### config.mk
export PLATFORM = sky130hd
export DESIGN_NAME = hufc_uart
export DESIGN_NICKNAME = d
export VERILOG_FILES = /design/src/include/hufc_pkg.sv /design/src/design/hufc_uart.sv /design/src/design/hufc_fifo.sv
export VERILOG_INCLUDE_DIRS = /design/src /design/src/include
export SDC_FILE = /design/constraint.sdc
export NUM_CORES = 1
export LEC_CHECK = 0
export BUFFER_PORTS_ARGS = -buffer_cell sky130_fd_sc_hd__buf_2
export CORE_AREA = 10 10 148 150
export DETAILED_ROUTE_END_ITERATION = 8
export DIE_AREA = 0 0 158 160
export PLACE_DENSITY = 0.6
export SYNTH_ARGS = -nofsm -noshare
export SYNTH_HDL_FRONTEND = slang
export SYNTH_SLANG_ARGS = --single-unit
### constraint.sdc
create_clock -name clock_i -period 3.09 [get_ports clock_i]
set_clock_uncertainty 0.2 [all_clocks]
set_input_delay 0.1545 -clock clock_i [delete_from_list [all_inputs] [get_ports clock_i]]
set_output_delay 0.1545 -clock clock_i [all_outputs]
set_load 0.02 [all_outputs]
### src/include/hufc_consts.svh
// Constants for the host serial port with hardware flow control
`ifndef HUFC_CONSTS_SVH
`define HUFC_CONSTS_SVH
`define HUFC_CLK_HZ        250000000
`define HUFC_BAUD_KBPS     4000
`define HUFC_OVS           16
`define HUFC_OVS_MID       7
`define HUFC_OVS_LAST      15
`define HUFC_RESUME_NS     2000
`define HUFC_CLK_NS        4
`define HUFC_RESUME_CYC    (`HUFC_RESUME_NS / `HUFC_CLK_NS)
`define HUFC_PWRUP_MS      100
`define HUFC_PWRUP_CYC     (`HUFC_PWRUP_MS * 250000)
`define HUFC_BAUD_DIV_DEF  4
`define HUFC_RTS_FRAC      4
`endif

### src/include/hufc_pkg.sv
// Types shared by the host serial port
package hufc_pkg;
  typedef struct packed {
    logic [7:0] data;
    logic       par_err;
    logic       frm_err;
  } hufc_rx_t;
  typedef enum logic [4:0] {
    HUFC_IDLE  = 5'h01,
    HUFC_START = 5'h02,
    HUFC_DATA  = 5'h04,
    HUFC_PAR   = 5'h08,
    HUFC_STOP  = 5'h10
  } hufc_st_t;
endpackage : hufc_pkg

### src/design/hufc_uart.sv
// Host serial port with request/clear-to-send flow control
`timescale 1ns/1ps
`include "hufc_consts.svh"
module hufc_uart #(
  parameter int          DATA_BITS = 8,
  parameter int          FIFO_DEPTH = 4,
  parameter logic [15:0] BAUD_DIV = `HUFC_BAUD_DIV_DEF,
  parameter int          PWRUP_CYC = `HUFC_PWRUP_CYC
) (
  // Clock and reset
  input  wire logic       clock_i,
  input  wire logic       rst_b_i,
  // Pins
  input  wire logic       power_down_hold_low_i,
  input  wire logic       rx_pin_i,
  input  wire logic       cts_pin_i,
  output logic            tx_pin_o,
  output logic            rts_pin_o,
  // Options
  input  wire logic       par_en_i,
  input  wire logic       par_odd_i,
  // Transmit user side
  input  wire logic       tx_valid_i,
  input  wire logic [7:0] tx_data_i,
  output logic            tx_ready_o,
  // Receive user side
  output logic            rx_valid_o,
  input  wire logic       rx_ready_i,
  output hufc_pkg::hufc_rx_t rx_data_o,
  output logic            ready_o
);
  // --------------------------------------------------------------
  // Pin synchronisers
  // --------------------------------------------------------------
  logic [2:0] rx_s_reg, cts_s_reg, pd_s_reg;
  logic rx_q_reg, cts_q_reg, pd_q_reg;
  always_ff @(posedge clock_i or negedge rst_b_i) begin
    if (!rst_b_i) begin
      rx_s_reg  <= 3'h7;
      cts_s_reg <= 3'h7;
      pd_s_reg  <= 3'h0;
      rx_q_reg  <= 1'b1;
      cts_q_reg <= 1'b1;
      pd_q_reg  <= 1'b0;
    end else begin
      rx_s_reg  <= {rx_s_reg[1:0], rx_pin_i};
      cts_s_reg <= {cts_s_reg[1:0], cts_pin_i};
      pd_s_reg  <= {pd_s_reg[1:0], power_down_hold_low_i};
      if (rx_s_reg[2] == rx_s_reg[1])   rx_q_reg  <= rx_s_reg[2];
      if (cts_s_reg[2] == cts_s_reg[1]) cts_q_reg <= cts_s_reg[2];
      if (pd_s_reg[2] == pd_s_reg[1])   pd_q_reg  <= pd_s_reg[2];
    end
  end
  // --------------------------------------------------------------
  // Oversampling tick, 16 per bit
  // --------------------------------------------------------------
  logic [15:0] div_reg;
  wire tick = (div_reg == BAUD_DIV - 16'h0001);
  always_ff @(posedge clock_i or negedge rst_b_i) begin
    if (!rst_b_i) div_reg <= 16'h0;
    else div_reg <= tick ? 16'h0 : div_reg + 16'h0001;
  end
  // --------------------------------------------------------------
  // Power-up: hold everything until the count after release ends
  // --------------------------------------------------------------
  logic [31:0] pu_reg;
  logic        up_reg;
  always_ff @(posedge clock_i or negedge rst_b_i) begin
    if (!rst_b_i) begin
      pu_reg <= 32'h0;
      up_reg <= 1'b0;
    end else if (!pd_q_reg) begin
      pu_reg <= 32'h0;
      up_reg <= 1'b0;
    end else if (!up_reg) begin
      pu_reg <= pu_reg + 32'h1;
      up_reg <= (pu_reg >= 32'(PWRUP_CYC - 1));
    end
  end
  // --------------------------------------------------------------
  // Transmit: clear-to-send gating and resume delay
  // --------------------------------------------------------------
  logic [15:0] cts_cnt_reg;
  logic        tx_ok_reg;
  always_ff @(posedge clock_i or negedge rst_b_i) begin
    if (!rst_b_i) begin
      cts_cnt_reg <= 16'h0;
      tx_ok_reg   <= 1'b0;
    end else if (cts_q_reg) begin
      cts_cnt_reg <= 16'h0;
      tx_ok_reg   <= 1'b0;
    end else if (cts_cnt_reg != 16'(`HUFC_RESUME_CYC)) begin
      cts_cnt_reg <= cts_cnt_reg + 16'h1;
    end else begin
      tx_ok_reg <= 1'b1;
    end
  end
  hufc_pkg::hufc_st_t tst_reg;
  logic [3:0]  tph_reg;
  logic [3:0]  tbit_reg;
  logic [7:0]  tsh_reg;
  logic        tpar_reg;
  // A character already started finishes; only new starts are held back
  // Take only on a shown ready, so a held request is never taken twice
  wire tx_take = tx_valid_i && tx_ready_o;
  wire tbit_end = tick && (tph_reg == 4'(`HUFC_OVS_LAST));
  always_ff @(posedge clock_i or negedge rst_b_i) begin
    if (!rst_b_i) begin
      tst_reg <= hufc_pkg::HUFC_IDLE;
      tph_reg <= 4'h0; tbit_reg <= 4'h0; tsh_reg <= 8'h0;
      tpar_reg <= 1'b0; tx_pin_o <= 1'b1; tx_ready_o <= 1'b0;
    end else begin
      tx_ready_o <= up_reg && tx_ok_reg && (tst_reg == hufc_pkg::HUFC_IDLE)
                    && !tx_take;
      if (tick) tph_reg <= tph_reg + 4'h1;
      case (tst_reg)
        hufc_pkg::HUFC_IDLE: begin
          tx_pin_o <= 1'b1;
          if (tx_take) begin
            tsh_reg  <= tx_data_i;
            tpar_reg <= par_odd_i;
            tph_reg  <= 4'h0;
            tbit_reg <= 4'h0;
            tx_pin_o <= 1'b0;
            tst_reg  <= hufc_pkg::HUFC_START;
          end
        end
        hufc_pkg::HUFC_START:
          if (tbit_end) begin
            tx_pin_o <= tsh_reg[0];
            tst_reg  <= hufc_pkg::HUFC_DATA;
          end
        hufc_pkg::HUFC_DATA:
          if (tbit_end) begin
            tpar_reg <= tpar_reg ^ tsh_reg[0];
            tsh_reg  <= {1'b0, tsh_reg[7:1]};
            tbit_reg <= tbit_reg + 4'h1;
            if (tbit_reg == 4'(DATA_BITS - 1)) begin
              tx_pin_o <= par_en_i ? (tpar_reg ^ tsh_reg[0]) : 1'b1;
              tst_reg  <= par_en_i ? hufc_pkg::HUFC_PAR
                                   : hufc_pkg::HUFC_STOP;
            end else begin
              tx_pin_o <= tsh_reg[1];
            end
          end
        hufc_pkg::HUFC_PAR:
          if (tbit_end) begin
            tx_pin_o <= 1'b1;
            tst_reg  <= hufc_pkg::HUFC_STOP;
          end
        hufc_pkg::HUFC_STOP:
          if (tbit_end) tst_reg <= hufc_pkg::HUFC_IDLE;
        default: tst_reg <= hufc_pkg::HUFC_IDLE;
      endcase
    end
  end
  // --------------------------------------------------------------
  // Receive: centre sampling into the FIFO
  // --------------------------------------------------------------
  hufc_pkg::hufc_st_t rst_st_reg;
  logic [3:0] rph_reg;
  logic [3:0] rbit_reg;
  logic [7:0] rsh_reg;
  logic       rpar_reg;
  logic       rperr_reg;
  logic       rpush_reg;
  hufc_pkg::hufc_rx_t rword_reg;
  logic [$clog2(FIFO_DEPTH+1)-1:0] f_level;
  wire rmid = tick && (rph_reg == 4'(`HUFC_OVS_MID));
  always_ff @(posedge clock_i or negedge rst_b_i) begin
    if (!rst_b_i) begin
      rst_st_reg <= hufc_pkg::HUFC_IDLE;
      rph_reg <= 4'h0; rbit_reg <= 4'h0; rsh_reg <= 8'h0;
      rpar_reg <= 1'b0; rperr_reg <= 1'b0; rpush_reg <= 1'b0;
      rword_reg <= '0;
    end else begin
      if (tick) rph_reg <= rph_reg + 4'h1;
      rpush_reg <= 1'b0;
      case (rst_st_reg)
        hufc_pkg::HUFC_IDLE:
          if (up_reg && !rx_q_reg) begin
            rph_reg    <= 4'h0;
            rst_st_reg <= hufc_pkg::HUFC_START;
          end
        hufc_pkg::HUFC_START:
          if (rmid) begin
            rbit_reg <= 4'h0; rpar_reg <= par_odd_i; rperr_reg <= 1'b0;
            rst_st_reg <= rx_q_reg ? hufc_pkg::HUFC_IDLE
                                   : hufc_pkg::HUFC_DATA;
          end
        hufc_pkg::HUFC_DATA:
          if (rmid) begin
            rsh_reg  <= {rx_q_reg, rsh_reg[7:1]};
            rpar_reg <= rpar_reg ^ rx_q_reg;
            rbit_reg <= rbit_reg + 4'h1;
            if (rbit_reg == 4'(DATA_BITS - 1))
              rst_st_reg <= par_en_i ? hufc_pkg::HUFC_PAR
                                     : hufc_pkg::HUFC_STOP;
          end
        hufc_pkg::HUFC_PAR:
          if (rmid) begin
            rperr_reg  <= rpar_reg ^ rx_q_reg;
            rst_st_reg <= hufc_pkg::HUFC_STOP;
          end
        hufc_pkg::HUFC_STOP:
          if (rmid) begin
            // A full FIFO drops the character; host should have stopped
            rword_reg  <= '{data: rsh_reg >> (8 - DATA_BITS),
                            par_err: rperr_reg, frm_err: !rx_q_reg};
            rpush_reg  <= 1'b1;
            rst_st_reg <= hufc_pkg::HUFC_IDLE;
          end
        default: rst_st_reg <= hufc_pkg::HUFC_IDLE;
      endcase
    end
  end
  logic f_valid;
  hufc_pkg::hufc_rx_t f_data;
  hufc_fifo #(.WIDTH($bits(hufc_pkg::hufc_rx_t)), .DEPTH(FIFO_DEPTH)) u_fifo (
    .clock_i     (clock_i),
    .rst_b_i     (rst_b_i),
    .in_valid_i  (rpush_reg),
    .in_ready_o  (),
    .in_data_i   (rword_reg),
    .out_valid_o (f_valid),
    .out_ready_i (rx_ready_i),
    .out_data_o  (f_data),
    .level_o     (f_level)
  );
  assign rx_valid_o = f_valid;
  assign rx_data_o  = f_data;
  // --------------------------------------------------------------
  // Request-to-send: high in power-up and at quarter fill
  // --------------------------------------------------------------
  wire quarter = (32'(f_level) * `HUFC_RTS_FRAC >= 32'(FIFO_DEPTH))
                 && (f_level != '0);
  always_ff @(posedge clock_i or negedge rst_b_i) begin
    if (!rst_b_i) begin
      rts_pin_o <= 1'b1;
      ready_o   <= 1'b0;
    end else begin
      rts_pin_o <= !up_reg || quarter;
      ready_o   <= up_reg;
    end
  end
endmodule : hufc_uart

### src/design/hufc_fifo.sv
// Small valid/ready FIFO in the receive path
`timescale 1ns/1ps
module hufc_fifo #(
  parameter int WIDTH = 10,
  parameter int DEPTH = 4
) (
  // Clock and reset
  input  wire logic             clock_i,
  input  wire logic             rst_b_i,
  // Fill side
  input  wire logic             in_valid_i,
  output logic                  in_ready_o,
  input  wire logic [WIDTH-1:0] in_data_i,
  // Drain side
  output logic                  out_valid_o,
  input  wire logic             out_ready_i,
  output logic      [WIDTH-1:0] out_data_o,
  // Fill level
  output logic [$clog2(DEPTH+1)-1:0] level_o
);
  localparam int AW = (DEPTH > 1) ? $clog2(DEPTH) : 1;
  localparam int CW = $clog2(DEPTH+1);
  logic [WIDTH-1:0] mem_reg [DEPTH];
  logic [AW-1:0]    wr_reg;
  logic [AW-1:0]    rd_reg;
  logic [CW-1:0]    cnt_reg;
  wire push = in_valid_i && in_ready_o;
  wire pop  = out_valid_o && out_ready_i;
  assign in_ready_o  = (cnt_reg != CW'(DEPTH));
  assign out_valid_o = (cnt_reg != '0);
  assign out_data_o  = mem_reg[rd_reg];
  assign level_o     = cnt_reg;
  always_ff @(posedge clock_i) begin
    if (push) mem_reg[wr_reg] <= in_data_i;
  end
  always_ff @(posedge clock_i or negedge rst_b_i) begin
    if (!rst_b_i) begin
      wr_reg  <= '0;
      rd_reg  <= '0;
      cnt_reg <= '0;
    end else begin
      if (push) wr_reg <= (wr_reg == AW'(DEPTH-1)) ? '0 : wr_reg + 1'b1;
      if (pop)  rd_reg <= (rd_reg == AW'(DEPTH-1)) ? '0 : rd_reg + 1'b1;
      cnt_reg <= cnt_reg + CW'(push) - CW'(pop);
    end
  end
endmodule : hufc_fifo

-- Yosys cells after proc, flatten, opt, wreduce, memory -nomap -nowiden
Memories as Yosys holds them, arrays and structs flattened.
Cells that the tools add are included.
- memories: 1
- RAM bits: 40
- logic and storage cells: 174
- bits in latches: 0
- ROM bits: 0
- bits in registers: 145
- memories (memory ; depth ; width ; rd ports ; clocked after memory_dff ; wr ports ; line ; source):
    u_fifo.mem_reg ; 4 ; 10 ; 1 ; 0 ; 1 ; hufc_fifo.sv:23 ; logic [WIDTH-1:0] mem_reg [DEPTH];
- multiplexer cells: 61
- add/sub/neg operators: 11
- bitwise operators: 2
- reductions and logical operators: 28
- div/mod/pow operators: 0
- order comparisons: 2
- multipliers: 0
- shift operators: 0
- equal/unequal tests: 36
- operator list (operator ; count):
    5-bit two-way mux ; 13
    32-bit two-way mux ; 2
    5-bit one-hot mux with 5 select lines ; 2
    16-bit two-way mux ; 3
    4-bit two-way mux ; 10
    16-bit by 1-bit adder with 16-bit output, second input constant ; 2
    32-bit by 1-bit adder with 32-bit output, second input constant ; 1
    32-bit by 25-bit >= comparator with 1-bit output, second input constant ; 1
    2-bit != test, second input constant ; 14
    1-bit two-way mux ; 19
    4-bit by 1-bit adder with 4-bit output, second input constant ; 4
    16-bit by 2-bit equality test with 1-bit output, second input constant ; 1
    8-bit two-way mux ; 2
    16-bit by 9-bit != test with 1-bit output, second input constant ; 1
    4-bit one-hot mux with 2 select lines ; 2
    8-bit one-hot mux with 2 select lines ; 1
    4-bit by 3-bit equality test with 1-bit output, second input constant ; 3
    6-bit AND reduction ; 2
    5-bit by 1-bit equality test with 1-bit output, second input constant ; 2
    5-bit by 2-bit equality test with 1-bit output, second input constant ; 2
    5-bit by 3-bit equality test with 1-bit output, second input constant ; 2
    5-bit by 4-bit equality test with 1-bit output, second input constant ; 2
    5-bit equality test, second input constant ; 2
    1-bit logical AND ; 10
    21 further kinds ; 37

-- Longest topological paths before layout
- word-level depth: 5
- gate-level depth with buffers: 9
- gate-level depth less buffers: 9

-- Cells and area by module
Synthesis repeated with hierarchy kept, for this count alone.
- cells, all modules: 703
- area, all modules: 8279.2 sq um
- modules (own cells, without submodules) (module ; area each (sq um) ; cells an instance ; instances ; sequential area each (sq um)):
    hufc_uart ; 6396.1 ; 613 ; 1 ; 3468.3
    hufc_fifo ; 1883.1 ; 90 ; 1 ; 1376.3

-- Worst setup path after synthesis
No wires, ideal clock.
- path kind: reg2reg
- start point: reg div_reg[0]
- end point: reg tst_reg[2]
- data arrival time: 2.007 ns
- cell stages (with the launch flop): 7
- path buffers: 0
- setup slack: 0.755 ns
- path through: dfrtp_1 > ha_1 > nor4b_4 > nand4_2 > or2_4 > a221oi_4 > mux2_1
- cells in the longest elaborated chain, start to end: 4
- RTL lines (item ; line ; source):
    from (decl) ; hufc_uart.sv:57 ; logic [15:0] div_reg;
    from (signal assigned) ; hufc_uart.sv:61 ; else div_reg <= tick ? 16'h0 : div_reg + 16'h0001;
    16-bit by 2-bit equality test with 1-bit output * ; hufc_uart.sv:58 ; wire tick = (div_reg == BAUD_DIV - 16'h0001);
    1-bit logical AND * ; hufc_uart.sv:106 ; wire tbit_end = tick && (tph_reg == 4'(`HUFC_OVS_LAST));
    2-bit != test (no source line) ; -- ;
    6-bit AND reduction (no source line) * ; -- ;
    to (signal assigned) ; hufc_uart.sv:109 ; tst_reg <= hufc_pkg::HUFC_IDLE;
    to (signal assigned) ; hufc_uart.sv:125 ; tst_reg <= hufc_pkg::HUFC_START;
    to (signal assigned) ; hufc_uart.sv:131 ; tst_reg <= hufc_pkg::HUFC_DATA;
    to (decl) ; hufc_uart.sv:98 ; hufc_pkg::hufc_st_t tst_reg;
Every way passes the cells marked *; elsewhere a longest branch is shown, timed or not.
A chain may end at the register's enable or synchronous reset.

-- Final worst setup path
- start point: reg div_reg[0]
- end point: reg rst_st_reg[4]
- cells in the longest elaborated chain, start to end: 4
- RTL lines (item ; line ; source):
    16-bit by 2-bit equality test with 1-bit output * ; hufc_uart.sv:58 ;
    1-bit logical AND * ; hufc_uart.sv:169 ; wire rmid = tick && (rph_reg == 4'(`HUFC_OVS_MID));
    2-bit != test (no source line) ; -- ;
    6-bit AND reduction (no source line) * ; -- ;
    to (signal assigned) ; hufc_uart.sv:172 ; rst_st_reg <= hufc_pkg::HUFC_IDLE;
    to (signal assigned) ; hufc_uart.sv:183 ; rst_st_reg <= hufc_pkg::HUFC_START;
    to (signal assigned) ; hufc_uart.sv:188 ; rst_st_reg <= rx_q_reg ? hufc_pkg::HUFC_IDLE
    to (decl) ; hufc_uart.sv:160 ; hufc_pkg::hufc_st_t rst_st_reg;
Marks and branches as above.

==> impl_metrics.json <==
{
  "outcome": "completed",
  "endpoint": "rst_st_reg[4]",
  "rsz0062_at_grt": "false",
  "rows": 51,
  "synthArstFlopShare": 0.784,
  "cts_buffer_depth": 2,
  "finalCritPeriodShare": 0.843,
  "clock_latency_ps": 430,
  "syn-num-nets": 742,
  "hp-class": "in -> async",
  "r2r_end": "rst_st_reg[4]",
  "peakVddDrop_uv": 362,
  "syn_inst": 708,
  "setup_viol": 0,
  "largest_reg_flops": 40,
  "num_vias": 5526,
  "finalWirelength_um": 16000,
  "syn_area_per_cell_um2": 11.9,
  "routedWlPerCell_um": 15.7,
  "final_core_util": 0.504,
  "path_clk_slew_ps": 70,
  "layout_common_cells": "133 x dfrtp_1, 85 x nor2_1, 45 x nand2_1",
  "drc": 0,
  "crit_path_start_kind": "flop",
  "core_um2": 19100,
  "crit_fanout": 6,
  "cts_buffers": 17,
  "ctsHoldBuffers": 17,
  "io_pins": 32,
  "port_buffers": 31,
  "seq_area_frac_synth": 0.574,
  "grt_antenna_before_repair": 0,
  "period_minus_slack_ps": 2600,
  "vias_per_cell": 5.44,
  "htreeDepth": 4,
  "grt_pass1_vias": 5738,
  "grt_pass1_wl_um": 27400,
  "start_util": 0.442,
  "finalHoldViolations": 0,
  "grt_max_degree": 71,
  "fmax_mhz": 384,
  "die-height_um": 160,
  "fin_area_um2": 9620,
  "fill_cells": 1646,
  "cts_tree": "built",
  "synth_top_area_share": 0.395,
  "yosysTopAreaCell": "dfrtp_1",
  "grt.overflow.total": 0,
  "cts-root-buf": "clkbuf_16",
  "power_leakage_uw": 0.00379,
  "slew_headroom": 0.502,
  "synth_edf_count": 40,
  "nNetsFinal": 798,
  "ys_ff_latch": 185,
  "reg2reg_slack_ps": 490,
  "worstSetupPathType": "reg -> reg",
  "required_ps": 3200,
  "power_per_cell_area_nw_per_um2": 527,
  "fin_cells": 1015,
  "placed_cell_area_um2": 8890,
  "timing.setup.tns_ps": 0,
  "antennaDiodeCount": 0,
  "r2r_cells": 6,
  "dp_hpwl_um": 11000,
  "cts.repair.resized": 0,
  "yosys_warnings": 0,
  "synth_flop_cell": "dfrtp_1",
  "yosys-top-cells-area": "dfrtp_1 39%, edfxtp_1 14%, nor2_1 3.8%",
  "startpoint": "div_reg[0]",
  "dieArea_um2": 25300,
  "syn_area_um2": 8430,
  "grt_usage": 0.132,
  "r2r-start": "div_reg[0]",
  "finalPower_uw": 5070,
  "worstSetupEndpointType": "flop",
  "drive_gt1_frac": 0.169,
  "first_iter_violations": 244,
  "cts_num_sinks": 185,
  "synth_cell_type_count": 67,
  "cts_setup_buffers": 0,
  "gp_congestion": 0.820,
  "layout_commonest_cell": "dfrtp_1",
  "maxCapViolations": 0,
  "worst_slew_pin_slew_ps": 748,
  "ant_nets": 0,
  "syn_to_final_growth_pct": 14.1,
  "arrival_ps": 2710,
  "fp.dieW_um": 158,
  "numPlacedInstances": 966,
  "firstDrtPassIters": 4,
  "slew_violations": 0
}
## where the power goes
part           total [uW]  switching, uW  internal, uW
sequential           2660            116          2550
combinational         318            157           161
clock                2090            964          1130
## Yosys cell counts (7+ instances only)
cell,count
nor4_1,11
mux2_2,19
nand2_1,45
xor2_1,33
mux4_2,10
dfrtp_1,133
ha_1,16
nand3_1,31
nor2b_1,8
nor2_1,85
a21oi_1,13
nand4_1,26
dfstp_2,12
inv_1,23
clkbuf_1,13
o221a_1,7
and2_1,8
o21ai_0,18
nor3_1,15
xnor2_1,33
edfxtp_1,40
nand2b_1,14
## metal layers
layer	up-vias	track usage	wire [um]
li1	2652	-	-
met1	2751	0.168	7300
met2	103	0.214	7820
met3	20	0.0295	600
met4	0	0.0484	235
met5	-	0	0
## worst min-delay path by stage
stage / depth (start not counted) / startpoint / to / slack (ps)
after floorplan: 0 / rst_b_i / cts_cnt_reg[0] / -340
after global placement: 1 / rst_b_i / tsh_reg[5] / 1
after detailed placement: 1 / rst_b_i / tbit_reg[0] / 4
after CTS: 2 / rst_b_i / tsh_reg[6] / 110
after global routing: 2 / rst_b_i / tsh_reg[6] / 160
final: 2 / rst_b_i / tbit_reg[1] / 80
## cells by family after synthesis
logic type / Yosys count / synth area share
xor gates and xnor gates: 66 / 0.0685
and+or+nand+nor: 281 / 0.180
buffers and inverters: 42 / 0.0194
muxes: 35 / 0.0598
AOI/OAI and AO/OA: 79 / 0.0683
adders and majority gates: 20 / 0.0297
DFF: 185 / 0.574
## layout make-up
cell class	count	area (um2)	share of cell area
sequential	185	4840	0.504
multi-input combinational	481	3420	0.356
clock buffer	17	425	0.0442
timing repair buffer	56	404	0.0420
tap	238	298	0.0309
clock inverter	15	139	0.0144
inverter	23	86.3	0.00897
## worst max-delay path, cell delays in order, from the launching register on
cell     delay [ps]
dfrtp_1         410
ha_1            300
nor4b_4         290
nand4_2         270
nor3_2          430
o211a_1         250
mux2_1          330
## per-stage QoR
stage,hold WS (ps),worst slack [ps]
3_5_place_dp,4.13,500
5_1_grt,156,304
3_3_place_gp,1.12,565
6_report,81.6,485
2_1_floorplan,-341,755
4_1_cts,113,480
(Power assumes the default switching activity.)
